`config.mk`:
```
export PLATFORM = sky130hd
export DESIGN_NAME = pcr_header_regs
export DESIGN_NICKNAME = d
export VERILOG_FILES = /design/src/rtl/pcr_pkg.sv /design/src/rtl/pcr_io_bar.sv /design/src/rtl/pcr_read_reg.sv /design/src/rtl/pcr_header_regs.sv
export VERILOG_INCLUDE_DIRS = /design/src /design/src/rtl
export SDC_FILE = /design/constraint.sdc
export NUM_CORES = 1
export LEC_CHECK = 0
export BUFFER_PORTS_ARGS = -buffer_cell sky130_fd_sc_hd__buf_2
export CAP_MARGIN = 20
export CORE_ASPECT_RATIO = 1.25
export CORE_MARGIN = 5
export CORE_UTILIZATION = 51
export DETAILED_ROUTE_END_ITERATION = 8
export HOLD_SLACK_MARGIN = 0.12
export PLACE_DENSITY_LB_ADDON = 0.25
export SYNTH_ARGS = -nofsm -noshare
export SYNTH_HDL_FRONTEND = slang
export SYNTH_SLANG_ARGS = --single-unit
```
`constraint.sdc`:
```
create_clock -name clock_in -period 4.2 [get_ports clock_in]
set_input_delay 0.63 -clock clock_in [delete_from_list [all_inputs] [get_ports clock_in]]
set_output_delay 0.63 -clock clock_in [all_outputs]
set_load 0.05 [all_outputs]
```
`src/rtl/pcr_cfg.svh`:
```
// offsets, field positions and reset values of the configuration header registers
`ifndef PCR_CFG_SVH
`define PCR_CFG_SVH

// byte offsets in configuration space
`define PCR_OFS_CACHE_LINE 8'h0C
`define PCR_OFS_LATENCY 8'h0D
`define PCR_OFS_BAR_FIRST 8'h10
`define PCR_OFS_CARD_INFO 8'h28
`define PCR_OFS_SUBSYS 8'h2C
`define PCR_OFS_CAP_PTR 8'h34
`define PCR_OFS_INT_LINE 8'h3C
`define PCR_OFS_INT_PIN 8'h3D
`define PCR_OFS_MAX_LAT 8'h3E
`define PCR_OFS_MIN_GNT 8'h3F

// spacing of consecutive window base registers
`define PCR_DWORD_BYTES 8'h04

// reset values
`define PCR_RST_CACHE_LINE 8'h00
`define PCR_RST_LATENCY 8'h00
`define PCR_RST_INT_LINE 8'h00

// interrupt pin encodings
`define PCR_INT_PIN_A 8'h01
`define PCR_INT_PIN_NONE 8'h00

// window base register fields
`define PCR_BAR_SPACE_BIT 0
`define PCR_BAR_RSVD_BIT 1
`define PCR_BAR_ADDR_LSB 2
`define PCR_BAR_MSB 31
`define PCR_MAX_BARS 6

// width of one byte lane
`define PCR_LANE_W 8

`endif

```
`src/rtl/pcr_pkg.sv`:
```
// types shared by the configuration header register files
package pcr_pkg;

  // one configuration access from the PCI target side
  typedef struct packed {
    logic wr;            // write strobe, one cycle
    logic rd;            // read strobe, one cycle
    logic [5:0] dword;   // dword index, byte address bits 7:2
    logic [3:0] be;      // byte enables, active high
    logic [31:0] wdata;  // write data
  } pcr_req_t;

  // answer to a configuration access
  typedef struct packed {
    logic ack;           // one cycle after the request
    logic [31:0] rdata;  // read data, valid with ack
  } pcr_rsp_t;

  // state of one I/O window base register
  typedef struct packed {
    logic [29:0] addr;   // address bits 31:2
  } pcr_bar_state_t;

  // state of the writable header registers
  typedef struct packed {
    logic [7:0] cache_line;
    logic [7:0] latency;
    logic [7:0] int_line;
  } pcr_main_state_t;

endpackage

```
`src/rtl/pcr_io_bar.sv`:
```
// one I/O-mapped window base register
`timescale 1ns/10ps
`default_nettype none
`include "pcr_cfg.svh"

module pcr_io_bar #(
  parameter logic [31:0] BASE_PARAM = 32'hFFFF_FF01  // size mask plus space bit
) (
  input wire logic clock_in,
  input wire logic rst_in,
  input wire logic wr_in,          // write aimed at this register
  input wire logic [3:0] be_in,
  input wire logic [31:0] wdata_in,
  output logic [31:0] value_out
);
  import pcr_pkg::*;

  pcr_bar_state_t state_reg;  // registered state
  pcr_bar_state_t state_next; // next state

  // byte-lane write into address bits; the two attribute bits never take data
  always_comb begin
    state_next = state_reg;
    if (wr_in) begin
      for (int b = 0; b < 4; b++) begin
        if (be_in[b]) begin
          for (int k = b * `PCR_LANE_W; k < (b + 1) * `PCR_LANE_W; k++) begin
            if (k >= `PCR_BAR_ADDR_LSB) begin
              state_next.addr[k - `PCR_BAR_ADDR_LSB] = wdata_in[k];
            end
          end
        end
      end
    end
  end

  // initial address comes from the build value
  always_ff @(posedge clock_in or posedge rst_in) begin
    if (rst_in) begin
      state_reg.addr <= BASE_PARAM[`PCR_BAR_MSB:`PCR_BAR_ADDR_LSB];
    end else begin
      state_reg <= state_next;
    end
  end

  // space bit from the build value, reserved bit held low
  assign value_out = {state_reg.addr, 1'b0, BASE_PARAM[`PCR_BAR_SPACE_BIT]};
endmodule // pcr_io_bar

`default_nettype wire

```
`src/rtl/pcr_read_reg.sv`:
```
// registered answer stage of the configuration port
`timescale 1ns/10ps
`default_nettype none

module pcr_read_reg (
  input wire logic clock_in,
  input wire logic rst_in,
  input wire logic ack_in,         // access taken this cycle
  input wire logic [31:0] data_in, // selected read data
  output pcr_pkg::pcr_rsp_t rsp_out
);
  import pcr_pkg::*;

  pcr_rsp_t state_reg;  // registered answer
  pcr_rsp_t state_next; // next answer

  // data is loaded only on a read or write, else kept
  always_comb begin
    state_next = state_reg;
    state_next.ack = ack_in;
    if (ack_in) begin
      state_next.rdata = data_in;
    end
  end

  // answer flops
  always_ff @(posedge clock_in or posedge rst_in) begin
    if (rst_in) begin
      state_reg <= '0;
    end else begin
      state_reg <= state_next;
    end
  end

  assign rsp_out = state_reg;

endmodule // pcr_read_reg

`default_nettype wire

```
`src/rtl/pcr_header_regs.sv`:
```
// configuration header registers of a PCI target, type 0 layout subset
`timescale 1ns/10ps
`default_nettype none
`include "pcr_cfg.svh"

// Behaviour
// io window bit 0 is build space bit
// io window bit 1 reads zero always
// io window bits 31:2 writable, build-initialised
// size mask build value, attribute bits fixed
// cache line length at 0x0C, reset zero
// cache line length driven to local side
// latency count at 0x0D, optionally writable
// card info pointer at 0x28, build value
// subsystem maker code is build value
// subsystem product code is build value
// maker low, product high at 0x2C
// capability start at 0x34, gated by enable
// min grant in top byte of 0x3C
// max latency in third byte of 0x3C
// interrupt routing line is plain storage
// interrupt pin reads 0x01 when enabled
// reserved locations: writes dropped, read zero
// local bus width equals PCI width
// build-set fields ignore all writes
module pcr_header_regs #(
  parameter int NUM_BARS = 3,                                     // io windows, 1 to 6
  parameter logic [32*`PCR_MAX_BARS-1:0] window_base_params = {`PCR_MAX_BARS{32'hFFFF_FF01}},
  parameter logic [31:0] card_info_ptr_param = 32'h0000_0000,     // card info pointer
  parameter logic [15:0] subsys_maker_param = 16'h0000,           // arbitrary value
  parameter logic [15:0] subsys_product_param = 16'h0000,         // arbitrary value
  parameter logic capability_enable_param = 1'b1,                 // capability pointer valid
  parameter logic [7:0] capability_ptr_param = 8'h40,             // capability list start
  parameter logic [7:0] min_grant_param = 8'h00,                  // burst length, microseconds
  parameter logic [7:0] max_latency_param = 8'h00,                // access rate request
  parameter logic interrupt_enable_param = 1'b1,                  // interrupt A in use
  parameter logic latency_writable_param = 1'b1,                  // latency count writable
  parameter int PCI_BUS_WIDTH = 32                                // 32 or 64
) (
  input wire logic clock_in,
  input wire logic rst_in,
  input wire pcr_pkg::pcr_req_t req_in,
  output pcr_pkg::pcr_rsp_t rsp_out,
  output logic [7:0] cache_line_out,
  output logic [7:0] latency_count_out,
  output logic [7:0] interrupt_line_out,
  output logic local_wide_bus_out
);
  import pcr_pkg::*;

  // local side matches the PCI side in width
  localparam int LOCAL_BUS_WIDTH = PCI_BUS_WIDTH;
  localparam int WIDE_BUS = 64;

  pcr_main_state_t state_reg;  // registered writable registers
  pcr_main_state_t state_next; // next value of them
  logic [31:0] bar_value [NUM_BARS]; // io window register contents
  logic [31:0] read_data;            // selected read word
  logic taken;                       // an access is taken this cycle

  // true when the access addresses the dword holding a byte offset
  // compares dword index only, so every lane of that dword hits
  function automatic logic hits(input pcr_req_t r, input logic [7:0] ofs);
    hits = (r.dword == ofs[7:2]);
  endfunction

  // true when a write enables the byte lane of an offset
  // a write without the lane's enable leaves that byte alone
  function automatic logic wr_hit(input pcr_req_t r, input logic [7:0] ofs);
    wr_hit = r.wr && hits(r, ofs) && r.be[ofs[1:0]];
  endfunction

  // write data byte for the lane of an offset
  // lane number is the low two bits of the byte offset
  function automatic logic [7:0] wr_byte(input pcr_req_t r, input logic [7:0] ofs);
    wr_byte = r.wdata[ofs[1:0] * `PCR_LANE_W +: `PCR_LANE_W];
  endfunction

  // places one byte at the lane of its offset
  // other lanes come out zero so several bytes can be or-ed together
  function automatic logic [31:0] at_lane(input logic [7:0] v, input logic [7:0] ofs);
    at_lane = {24'h00_0000, v} << (ofs[1:0] * `PCR_LANE_W);
  endfunction

  // dword byte offset of window base register i
  // windows sit back to back from the first window offset upward
  function automatic logic [7:0] bar_ofs(input int i);
    bar_ofs = `PCR_OFS_BAR_FIRST + 8'(i) * `PCR_DWORD_BYTES;
  endfunction

  // io window registers, one per configured window
  // each window sees only writes aimed at its own dword
  // unconfigured window slots get no register and read as reserved
  generate
    for (genvar g = 0; g < NUM_BARS; g++) begin : g_bar
      pcr_io_bar #(
        .BASE_PARAM(window_base_params[g*32 +: 32])
      ) u_bar (
        .clock_in(clock_in),
        .rst_in(rst_in),
        .wr_in(req_in.wr && hits(req_in, bar_ofs(g))),
        .be_in(req_in.be),
        .wdata_in(req_in.wdata),
        .value_out(bar_value[g])
      );
    end
  endgenerate

  // byte writes into the writable registers; everything else is dropped
  always_comb begin
    state_next = state_reg;
    // cache line length, lane 0 of its dword
    if (wr_hit(req_in, `PCR_OFS_CACHE_LINE)) begin
      state_next.cache_line = wr_byte(req_in, `PCR_OFS_CACHE_LINE);
    end
    // latency count, lane 1, only when built writable
    if (latency_writable_param && wr_hit(req_in, `PCR_OFS_LATENCY)) begin
      state_next.latency = wr_byte(req_in, `PCR_OFS_LATENCY);
    end
    // interrupt routing line, lane 0 of the interrupt dword
    if (wr_hit(req_in, `PCR_OFS_INT_LINE)) begin
      state_next.int_line = wr_byte(req_in, `PCR_OFS_INT_LINE);
    end
  end

  // register flops, cleared by PCI reset
  always_ff @(posedge clock_in or posedge rst_in) begin
    if (rst_in) begin
      state_reg.cache_line <= `PCR_RST_CACHE_LINE;
      state_reg.latency <= `PCR_RST_LATENCY;
      state_reg.int_line <= `PCR_RST_INT_LINE;
    end else begin
      state_reg <= state_next;
    end
  end

  // read selection; unlisted dwords and unused lanes read zero
  always_comb begin
    read_data = 32'h0000_0000;
    if (hits(req_in, `PCR_OFS_CACHE_LINE)) begin
      // cache line length and latency count share one dword
      read_data = at_lane(state_reg.cache_line, `PCR_OFS_CACHE_LINE)
                | at_lane(state_reg.latency, `PCR_OFS_LATENCY);
    end else if (hits(req_in, `PCR_OFS_CARD_INFO)) begin
      // build value, no storage behind it
      read_data = card_info_ptr_param;
    end else if (hits(req_in, `PCR_OFS_SUBSYS)) begin
      // maker code low half, product code high half
      read_data = {subsys_product_param, subsys_maker_param};
    end else if (hits(req_in, `PCR_OFS_CAP_PTR)) begin
      // pointer only shown when the capability list is enabled
      read_data = capability_enable_param ?
                  at_lane(capability_ptr_param, `PCR_OFS_CAP_PTR) : 32'h0000_0000;
    end else if (hits(req_in, `PCR_OFS_INT_LINE)) begin
      // line, pin, max latency and min grant in one dword
      read_data = at_lane(state_reg.int_line, `PCR_OFS_INT_LINE)
                | at_lane(interrupt_enable_param ? `PCR_INT_PIN_A : `PCR_INT_PIN_NONE,
                          `PCR_OFS_INT_PIN)
                | at_lane(max_latency_param, `PCR_OFS_MAX_LAT)
                | at_lane(min_grant_param, `PCR_OFS_MIN_GNT);
    end else begin
      // io windows; slots beyond NUM_BARS stay reserved
      for (int i = 0; i < NUM_BARS; i++) begin
        if (hits(req_in, bar_ofs(i))) begin
          read_data = bar_value[i];
        end
      end
    end
  end

  // every access completes, reserved ones included
  // no retry or abort path exists in this block
  assign taken = req_in.rd || req_in.wr;

  // answer stage
  pcr_read_reg u_rsp (
    .clock_in(clock_in),
    .rst_in(rst_in),
    .ack_in(taken),
    .data_in(read_data),
    .rsp_out(rsp_out)
  );

  // local-side outputs straight from flops, except the bus width flag, which is a constant
  assign cache_line_out = state_reg.cache_line;
  assign latency_count_out = state_reg.latency;
  assign interrupt_line_out = state_reg.int_line;
  assign local_wide_bus_out = (LOCAL_BUS_WIDTH == WIDE_BUS);

  // helper: an access to a reserved dword
  // only the assertions and covers read it
  logic rsvd_hit;
  always_comb begin
    rsvd_hit = !(hits(req_in, `PCR_OFS_CACHE_LINE) || hits(req_in, `PCR_OFS_CARD_INFO)
              || hits(req_in, `PCR_OFS_SUBSYS) || hits(req_in, `PCR_OFS_CAP_PTR)
              || hits(req_in, `PCR_OFS_INT_LINE));
    for (int i = 0; i < NUM_BARS; i++) begin
      if (hits(req_in, bar_ofs(i))) begin
        rsvd_hit = 1'b0;
      end
    end
  end
endmodule // pcr_header_regs

`default_nettype wire

```
==> flow_metrics.tcl, run 1 <==
set metrics [dict create \
    min_period_over_period 0.664 \
    initial_core_util 0.525 \
    diodes 0 \
    cp_num_buf_inv 1 \
    ys_top_cells_by_area "dfstp_2 (28%), dfrtp_1 (28%), mux2_2 (19%), nor2_1 (3.5%), a2bb2oi_1 (2.2%)" \
    area_delta_synth_final_pct 19.2 \
    synth_cell_type_count 46 \
    cts_sinks 147 \
    wl_per_cell_um 20.4 \
    synth_area_per_cell_sq_um 12.3 \
    setup_violations 0 \
    post_cts_resized 0 \
    detail-route-antenna-nets 0 \
    synth-seq-cells 147 \
    startpoint_type "input port" \
    syn-instance-count 547 \
    coreArea_sq_mm 0.0128 \
    vias 4778 \
    drc 0 \
    first_global_vias 5231 \
    drt_iter0_markers 339 \
    rr_worst_depth 3 \
    yosysSeqAreaShare 0.562 \
    hold_slack_ns 0.317 \
    worst_pin_slew_ns 0.972 \
    rsz0062_at_grt "no" \
    cp_cell_sequence "buf_2 > nand4bb_1 > nor3_2 > nand3_1 > mux2_2" \
    finalPower_uw 3580 \
    grt_pass1_wl_um 27800 \
    synth.top_cell.area_share 0.282 \
    seqCellArea_sq_mm 0.00377 \
    wl_um 16800 \
    slew_headroom 0.350 \
    critPathMaxFanout 24 \
    dieWidth_um 113 \
    nNetsFinal 690 \
    synth_compound_area_frac 0.0962 \
    crit_cells 5 \
    cts_tree "yes" \
    power.leakage_uw 0.00374 \
    die_h_um 138 \
    final.fill_count 1044 \
    worstSkewPairLatency_ns 0.42 \
    multi_input_area_sq_mm 0.00278 \
    htree_levels 4 \
    antenna_found_initial 0 \
    postLayoutCoreUtil 0.626 \
    critPathSlowestCell "nand3_1" \
    yosys.area_share.simple 0.115 \
    netlist_area_sq_mm 0.00671 \
    yosys.cell_count.top_type "mux2_2" \
    synth_ff_type "dfrtp_1" \
    finClkSkew_ns 0.00723 \
    cp-end-kind "flop" \
    clk_pin_slew_ns 0.06 \
    grt_use_total 0.225 \
    hold_viol 0 \
    grt_max_degree 148 \
    num_rows 46 \
    largest_reg_flops 90 \
    via_per_inst 5.79 \
    crit_type "in2reg" \
    ctsRootBufferMaster "clkbuf_16" \
    synth_edf_count 0 \
    die-area_sq_mm 0.0156 \
    peakVddDrop_mv 0.252 \
    synth.largest_area_cell "dfstp_2" \
    cp_top_family "simple AND/OR/NAND/NOR gates" \
    outcome "complete, no violations" \
    syn-num-nets 593 \
    cts-hold-fix-buffers 0 \
    dp_hpwl_um 11200 \
    gp_routability_congestion 0.838 \
    fin_crit_ns 2.79 \
    synthXorXnorAreaFrac 0 \
    io_pins 104 \
    gr-total-overflow 0 \
    hold_path.class "in2async" \
    ys_warn_count 0 \
    numCtsBuffers 17 \
    p_per_area_mw_per_mm2 448 \
    drv_slew 0 \
    cap_violations 0 \
    synthAdderAreaFrac 0 \
    post_cts_buffers 0 \
    crit_path_max_incr_delay_ns 0.60 \
    fin_setup_tns_ns 0 \
    cts_max_path_buffers 2 \
    drive_above_1_share 0.522 \
    cp.arrival_ns 3.09 \
    fmax_mhz 359 \
    synthArstFlopShare 1.00 \
    synthMuxAreaShare 0.202 \
    worstPathRequired_ns 4.50 \
    synthTopCellsByCount "mux2_2 (114), dfrtp_1 (75), dfstp_2 (72)" \
    port_buffers 102 \
    first_pass_iters 5 \
    synth_top_family_by_area "multiplexers" \
]
## stage by stage
| step | worst slack (ns) | instance area (sq um) | std cells |
|---|---|---|---|
| 4_1_cts | 1.43 | 8000 | 825 |
| 5_1_grt | 1.32 | 8000 | 825 |
| 2_1_floorplan | 1.71 | 6710 | 547 |
| 6_report | 1.41 | 8000 | 825 |
| 3_5_place_dp | 0.993 | 7380 | 793 |
| 3_3_place_gp | 1.02 | 7380 | 793 |
## worst min-delay path, stage by stage
cell        delay, ns
buf_2            0.11
clkinvlp_4       0.07
buf_12           0.40
## path summary, 6_finish.rpt
path	to	startpoint	slack (ns)
max	cache_line_out[0]	req_in[37]	1.41
min	u_rsp.rsp_out[26]	rst_in	0.32
min in group clock_in	u_rsp.rsp_out[26]	u_rsp.rsp_out[26]	0.47
max in group asynchronous	g_bar[0].u_bar.state_reg[1]	rst_in	3.11
max reg2reg	u_rsp.rsp_out[19]	g_bar[0].u_bar.state_reg[17]	2.98
min reg2reg	u_rsp.rsp_out[26]	u_rsp.rsp_out[26]	0.47
## area by class of cell
cell class	count	share of cell area
Clock buffer	24	0.0615
Sequential cell	147	0.471
Timing Repair Buffer	111	0.0738
Clock inverter	8	0.0156
Inverter	7	0.00375
Tap cell	168	0.0263
Multi-Input combinational cell	360	0.348
## kinds of logic after synthesis
kind of cell	after synthesis
simple gates	150
flops	147
mux	121
compound gates	88
buf+inv	40
other cells	1
## power breakdown
group          switching [uW]  internal [uW]  total (uW)
Combinational             268            139         407
Clock                     559            998        1560
Sequential               59.0           1560        1620
## routing by layer
metal  routed length [um]  track usage
met5                    0            0
met1                 7000        0.279
met2                 8770        0.381
met3                  832       0.0550
met4                  207       0.0835
## cell usage in the layout (no fill, tap or decap), types with 9 or more instances in the layout
| cell type | netlist | final |
|---|---|---|
| clkbuf_16 | 0 | 17 |
| and3_1 | 9 | 9 |
| nand2_1 | 27 | 27 |
| a2bb2oi_1 | 17 | 17 |
| buf_2 | 3 | 102 |
| nor2_1 | 62 | 61 |
| mux2_2 | 114 | 114 |
| dfrtp_1 | 75 | 75 |
| dfstp_2 | 72 | 72 |
| nor3_1 | 13 | 13 |
| a21oi_1 | 26 | 26 |
| o41ai_1 | 16 | 16 |
Note: power is estimated with default switching activity, not from simulation.
==> inputs of run 2 (changes only) <==
CORE_UTILIZATION = 57   (was 51)
clock period = 2.8 ns   (was 4.2 ns; I/O delays follow)
==> run 2 against run 1 <==
Net effect: via count grew 3.1%; flip-flop and latch count stayed put; sequential power up 50%; non-clock buffer count rose by 14; worst hold slack got worse by 0.20 ns; die area shrank 9.7%; critical path depth increased by 1; sequential share of layout area shrank 0.33 points; setup slack worse by 0.73 ns; power grew 47%.
==> flow_metrics.tcl, run 2 (synthesized netlist as in run 1, its figures left out) <==
set metrics [dict create \
    outcome "complete, no violations" \
    startpoint_type "input port" \
    via_per_inst 6.08 \
    grt_max_degree 62 \
    crit_type "in2reg" \
    detail-route-antenna-nets 0 \
    gr-total-overflow 0 \
    clk_pin_slew_ns 0.06 \
    worstSkewPairLatency_ns 0.42 \
    placedInstanceArea_sq_mm 0.00746 \
    hold_path.class "in2async" \
    cts_tree "yes" \
    grt_use_total 0.241 \
    worstPathRequired_ns 3.10 \
    peakVddDrop_mv 0.401 \
    initial_core_util 0.580 \
    final_cell_mix "mux2_2 (114), buf_2 (102), dfrtp_1 (75), dfstp_2 (72), nor2_1 (61)" \
    drv_slew 0 \
    wl_um 16500 \
    cp-end-kind "flop" \
    numCtsBuffers 17 \
    wl_per_cell_um 20.4 \
    io_pins 104 \
    die-area_sq_mm 0.0141 \
    grt_pass1_wl_um 26700 \
    drive_above_1_share 0.534 \
    first_global_vias 5255 \
    critPathSlowestCell "nor4b_1" \
    cts_sinks 147 \
    slew_headroom 0.493 \
    htree_levels 4 \
    num_rows 44 \
    dieWidth_um 107 \
    busiest_layer "met2" \
    hold_viol 0 \
    ctsRootBufferMaster "clkbuf_16" \
    rsz0062_at_grt "no" \
    setup_violations 0 \
    largest_reg_flops 90 \
    cp.arrival_ns 2.42 \
    critPathMaxFanout 17 \
    cp_cell_sequence "buf_2 > nor4b_1 > buf_4 > nand2b_1 > a2bb2oi_1 > o41ai_1" \
    vias 4927 \
    cap_violations 0 \
    gp_routability_congestion 0.846 \
    die_h_um 131 \
    fmax_mhz 472 \
    area_delta_synth_final_pct 20.0 \
    dp_hpwl_um 11300 \
    fin_crit_ns 2.12 \
    fin_area_sq_mm 0.00806 \
    power.leakage_uw 0.00379 \
    nNetsFinal 704 \
    coreArea_sq_mm 0.0116 \
    finClkSkew_ns 0.00477 \
    drt_iter0_markers 274 \
    antenna_found_initial 2 \
    use_met3 0.0628 \
    worst_pin_slew_ns 0.761 \
    min_period_over_period 0.757 \
    crit_path_max_incr_delay_ns 0.51 \
    grtUsageMet1 0.296 \
    cts_max_path_buffers 2 \
    p_per_area_mw_per_mm2 656 \
    post_cts_resized 0 \
    first_pass_iters 5 \
    fin_setup_tns_ns 0 \
    port_buffers 102 \
    post_cts_buffers 0 \
    drc 0 \
    layout_commonest_cell "mux2_2" \
    cts-hold-fix-buffers 0 \
    use_met2 0.402 \
]
## run 2: cell count changes in the layout (fill, tap and decap cells not counted)
| cell | change |
|---|---|
| buf_12 | +1 |
| buf_4 | +13 |
| bufinv_16 | -1 |
| clkbuf_1 | -1 |
| clkinv_2 | +2 |
| clkinv_4 | -2 |
| clkinvlp_4 | +2 |
| diode_2 | +1 |
## run 2: final cells by class
class | count | area, sq um
antenna | 1 | 2.50
clock inverter | 9 | 103
multi-input combinational | 360 | 2780
fill | 856 | 3510
timing repair buffer | 125 | 708
tap | 138 | 173
clock buffer | 23 | 488
inverter | 7 | 30.0
sequential | 147 | 3770
## run 2: per-stage QoR
step / hold slack [ns] / power, uW / setup WS [ns] / utilization / instances
2_1_floorplan: 0.472 / 2880 / 0.516 / - / 547
3_5_place_dp: 0.455 / 3080 / 0.275 / 0.645 / 777
6_report: 0.113 / 5280 / 0.681 / 0.697 / 810
4_1_cts: 0.134 / 5310 / 0.703 / 0.697 / 809
5_1_grt: 0.176 / 5480 / 0.507 / 0.697 / 809
3_3_place_gp: 0.451 / 3050 / 0.343 / 0.645 / 777
## run 2: final timing paths
kind / from / slack (ns) / cells past startpoint / endpoint
min in group clock_in: req_in[1] / 0.25 / 2 / interrupt_line_out[1]
max: req_in[39] / 0.68 / 6 / u_rsp.rsp_out[28]
max in group asynchronous: rst_in / 1.90 / 3 / g_bar[1].u_bar.state_reg[9]
min reg2reg: u_rsp.rsp_out[30] / 0.46 / 2 / u_rsp.rsp_out[30]
max reg2reg: g_bar[0].u_bar.state_reg[26] / 1.63 / 3 / u_rsp.rsp_out[28]
min: rst_in / 0.11 / 2 / u_rsp.rsp_out[29]
## run 2: critical path, delay by kind of cell
kind                   cells  cell delay (ns)
AO/OA/AOI/OAI              2             0.61
AND/OR/NAND/NOR            2             0.94
buffers and inverters      2             0.43
## run 2: power by group
part	switching (uW)	total (uW)	leakage (uW)	internal, uW
combinational	406	623	0.00175	216
clock	833	2230	0.000285	1400
sequential	84.8	2430	0.00176	2340
total	1320	5280	0.00379	3960
## run 2: layer usage
| layer | vias up | share of wire |
|---|---|---|
| met5 | - | 0.00079 |
| met4 | 2 | 0.028 |
| met3 | 40 | 0.059 |
| met2 | 173 | 0.52 |
| met1 | 2499 | 0.40 |
| li1 | 2213 | - |
==> inputs of run 3 (changes only) <==
CORE_UTILIZATION = 51   (was 57)
clock period = 1.8 ns   (was 2.8 ns; I/O delays follow)
==> run 3 against run 2 <==
Net effect: via count up 2.9%; power is 58% higher; core utilization down 1.2 points; first-iteration DRC count grew 22%; non-clock buffer count rose by 47; clock skew is 0.0042 ns higher; flip-flop and latch count is the same; register-to-register slack worse by 1.0 ns; count of clock-buffer cells in the layout down 1; critical path type unchanged; largest cell class unchanged; highest routed layer is now met4.
==> flow_metrics.tcl, run 3 (synthesized netlist as in run 1, its figures left out) <==
set metrics [dict create \
    outcome "complete, no violations" \
    dp_hpwl_um 12100 \
    drive_above_1_share 0.547 \
    fmax_mhz 600 \
    p_per_area_mw_per_mm2 951 \
    hold_path.class "in2reg" \
    die-area_sq_mm 0.0156 \
    detail-route-antenna-nets 0 \
    rsz0062_at_grt "no" \
    grt_max_degree 74 \
    diodes 0 \
    post_cts_resized 0 \
    finalPower_uw 8320 \
    place_inst 833 \
    layout_commonest_cell "buf_2" \
    gp_routability_congestion 0.861 \
    min_period_over_period 0.925 \
    first_global_vias 5629 \
    first_pass_iters 4 \
    finClkSkew_ns 0.00902 \
    postLayoutCoreUtil 0.685 \
    wl_um 17600 \
    grt_use_total 0.235 \
    die_h_um 138 \
    fin_ws_ns 0.135 \
    via_per_inst 5.72 \
    worstPathRequired_ns 2.11 \
    port_buffers 102 \
    wl_per_cell_um 19.9 \
    vias 5071 \
    dp_slack_ns -0.313 \
    startpoint_type "input port" \
    coreArea_sq_mm 0.0128 \
    area_delta_synth_final_pct 30.4 \
    stdcell_count 886 \
    multi_input_area_sq_mm 0.00295 \
    htree_levels 4 \
    num_rows 46 \
    final.fill_count 962 \
    fin_crit_ns 1.67 \
    clk_pin_slew_ns 0.06 \
    cts_sinks 147 \
    dieWidth_um 113 \
    crit_type "in2reg" \
    gr-total-overflow 0 \
    grt_pass1_wl_um 29000 \
    post_cts_buffers 0 \
    initial_core_util 0.525 \
    cts_tree "yes" \
    cap_violations 0 \
    worstSkewPairLatency_ns 0.43 \
    critPathMaxFanout 7 \
    power.leakage_uw 0.00408 \
    cp-end-kind "flop" \
    final_cell_mix "buf_2 (102), mux2_2 (84), dfrtp_1 (75), dfstp_2 (72), nor2_1 (59)" \
    setup_violations 0 \
    peakVddDrop_mv 0.664 \
    drt_iter0_markers 335 \
    drc 0 \
    antenna_found_initial 0 \
    ctsRootBufferMaster "clkbuf_16" \
    seqCellArea_sq_mm 0.00377 \
    largest_reg_flops 90 \
    cts-hold-fix-buffers 21 \
    hold_viol 0 \
    cts_max_path_buffers 2 \
    drv_slew 0 \
    nNetsFinal 751 \
    numCtsBuffers 17 \
    io_pins 104 \
    cp.arrival_ns 1.98 \
]
[run 3: cell count changes in the layout (fill, tap and decap cells not counted), sizes merged]
cell / before / now
buf: 125 / 151
diode: 1 / 0
clkinvlp: 4 / 2
clkinv: 5 / 8
clkbuf: 23 / 22
dlygate4sd3: 0 / 21
[run 3: cell type report]
type,instances,share of cell area
sequential,147,0.431
multi-input combinational,360,0.337
timing repair buffer,172,0.139
clock buffer,22,0.0531
tap,168,0.0240
clock inverter,10,0.0126
inverter,7,0.00343
[run 3: final timing paths]
| path | start | to | slack [ns] | depth (start not counted) |
|---|---|---|---|---|
| max reg2reg | g_bar[0].u_bar.state_reg[28] | u_rsp.rsp_out[30] | 0.60 | 3 |
| max | req_in[40] | g_bar[2].u_bar.state_reg[4] | 0.13 | 5 |
| max in group asynchronous | rst_in | g_bar[0].u_bar.state_reg[7] | 0.76 | 4 |
| min reg2reg | u_rsp.rsp_out[19] | u_rsp.rsp_out[19] | 0.47 | 2 |
| min | req_in[13] | g_bar[2].u_bar.state_reg[11] | 0.13 | 2 |
| min in group asynchronous | rst_in | u_rsp.rsp_out[1] | 0.35 | 3 |
[run 3: metrics by stage]
stage,hold WS (ns),TNS [ns],cell area [sq um]
floorplan,0.417,-28.27,6920
global placement,0.232,-20.21,7960
detailed placement,0.243,-22.89,7960
CTS,0.120,0,8750
global route,0.124,0,8750
finish,0.129,0,8750
[run 3: power by group]
| group | switching [uW] | leakage [uW] | internal [uW] |
|---|---|---|---|
| Sequential | 139 | 0.00176 | 3640 |
| Clock | 1360 | 0.000284 | 2100 |
| Combinational | 654 | 0.00204 | 425 |
| Total | 2150 | 0.00408 | 6170 |
[run 3: metal layers]
metal	global-route usage	vias to the layer above	routed length [um]
li1	-	2305	-
met1	0.295	2561	7300
met2	0.386	163	8860
met3	0.0598	42	979
met4	0.0949	0	472
met5	0	-	0
[run 3: critical path, cell delays in order]
cell and delay (ns):
buf_2 0.11, or4b_1 0.63, or2_4 0.37, nor2_4 0.27
mux2_4 0.33
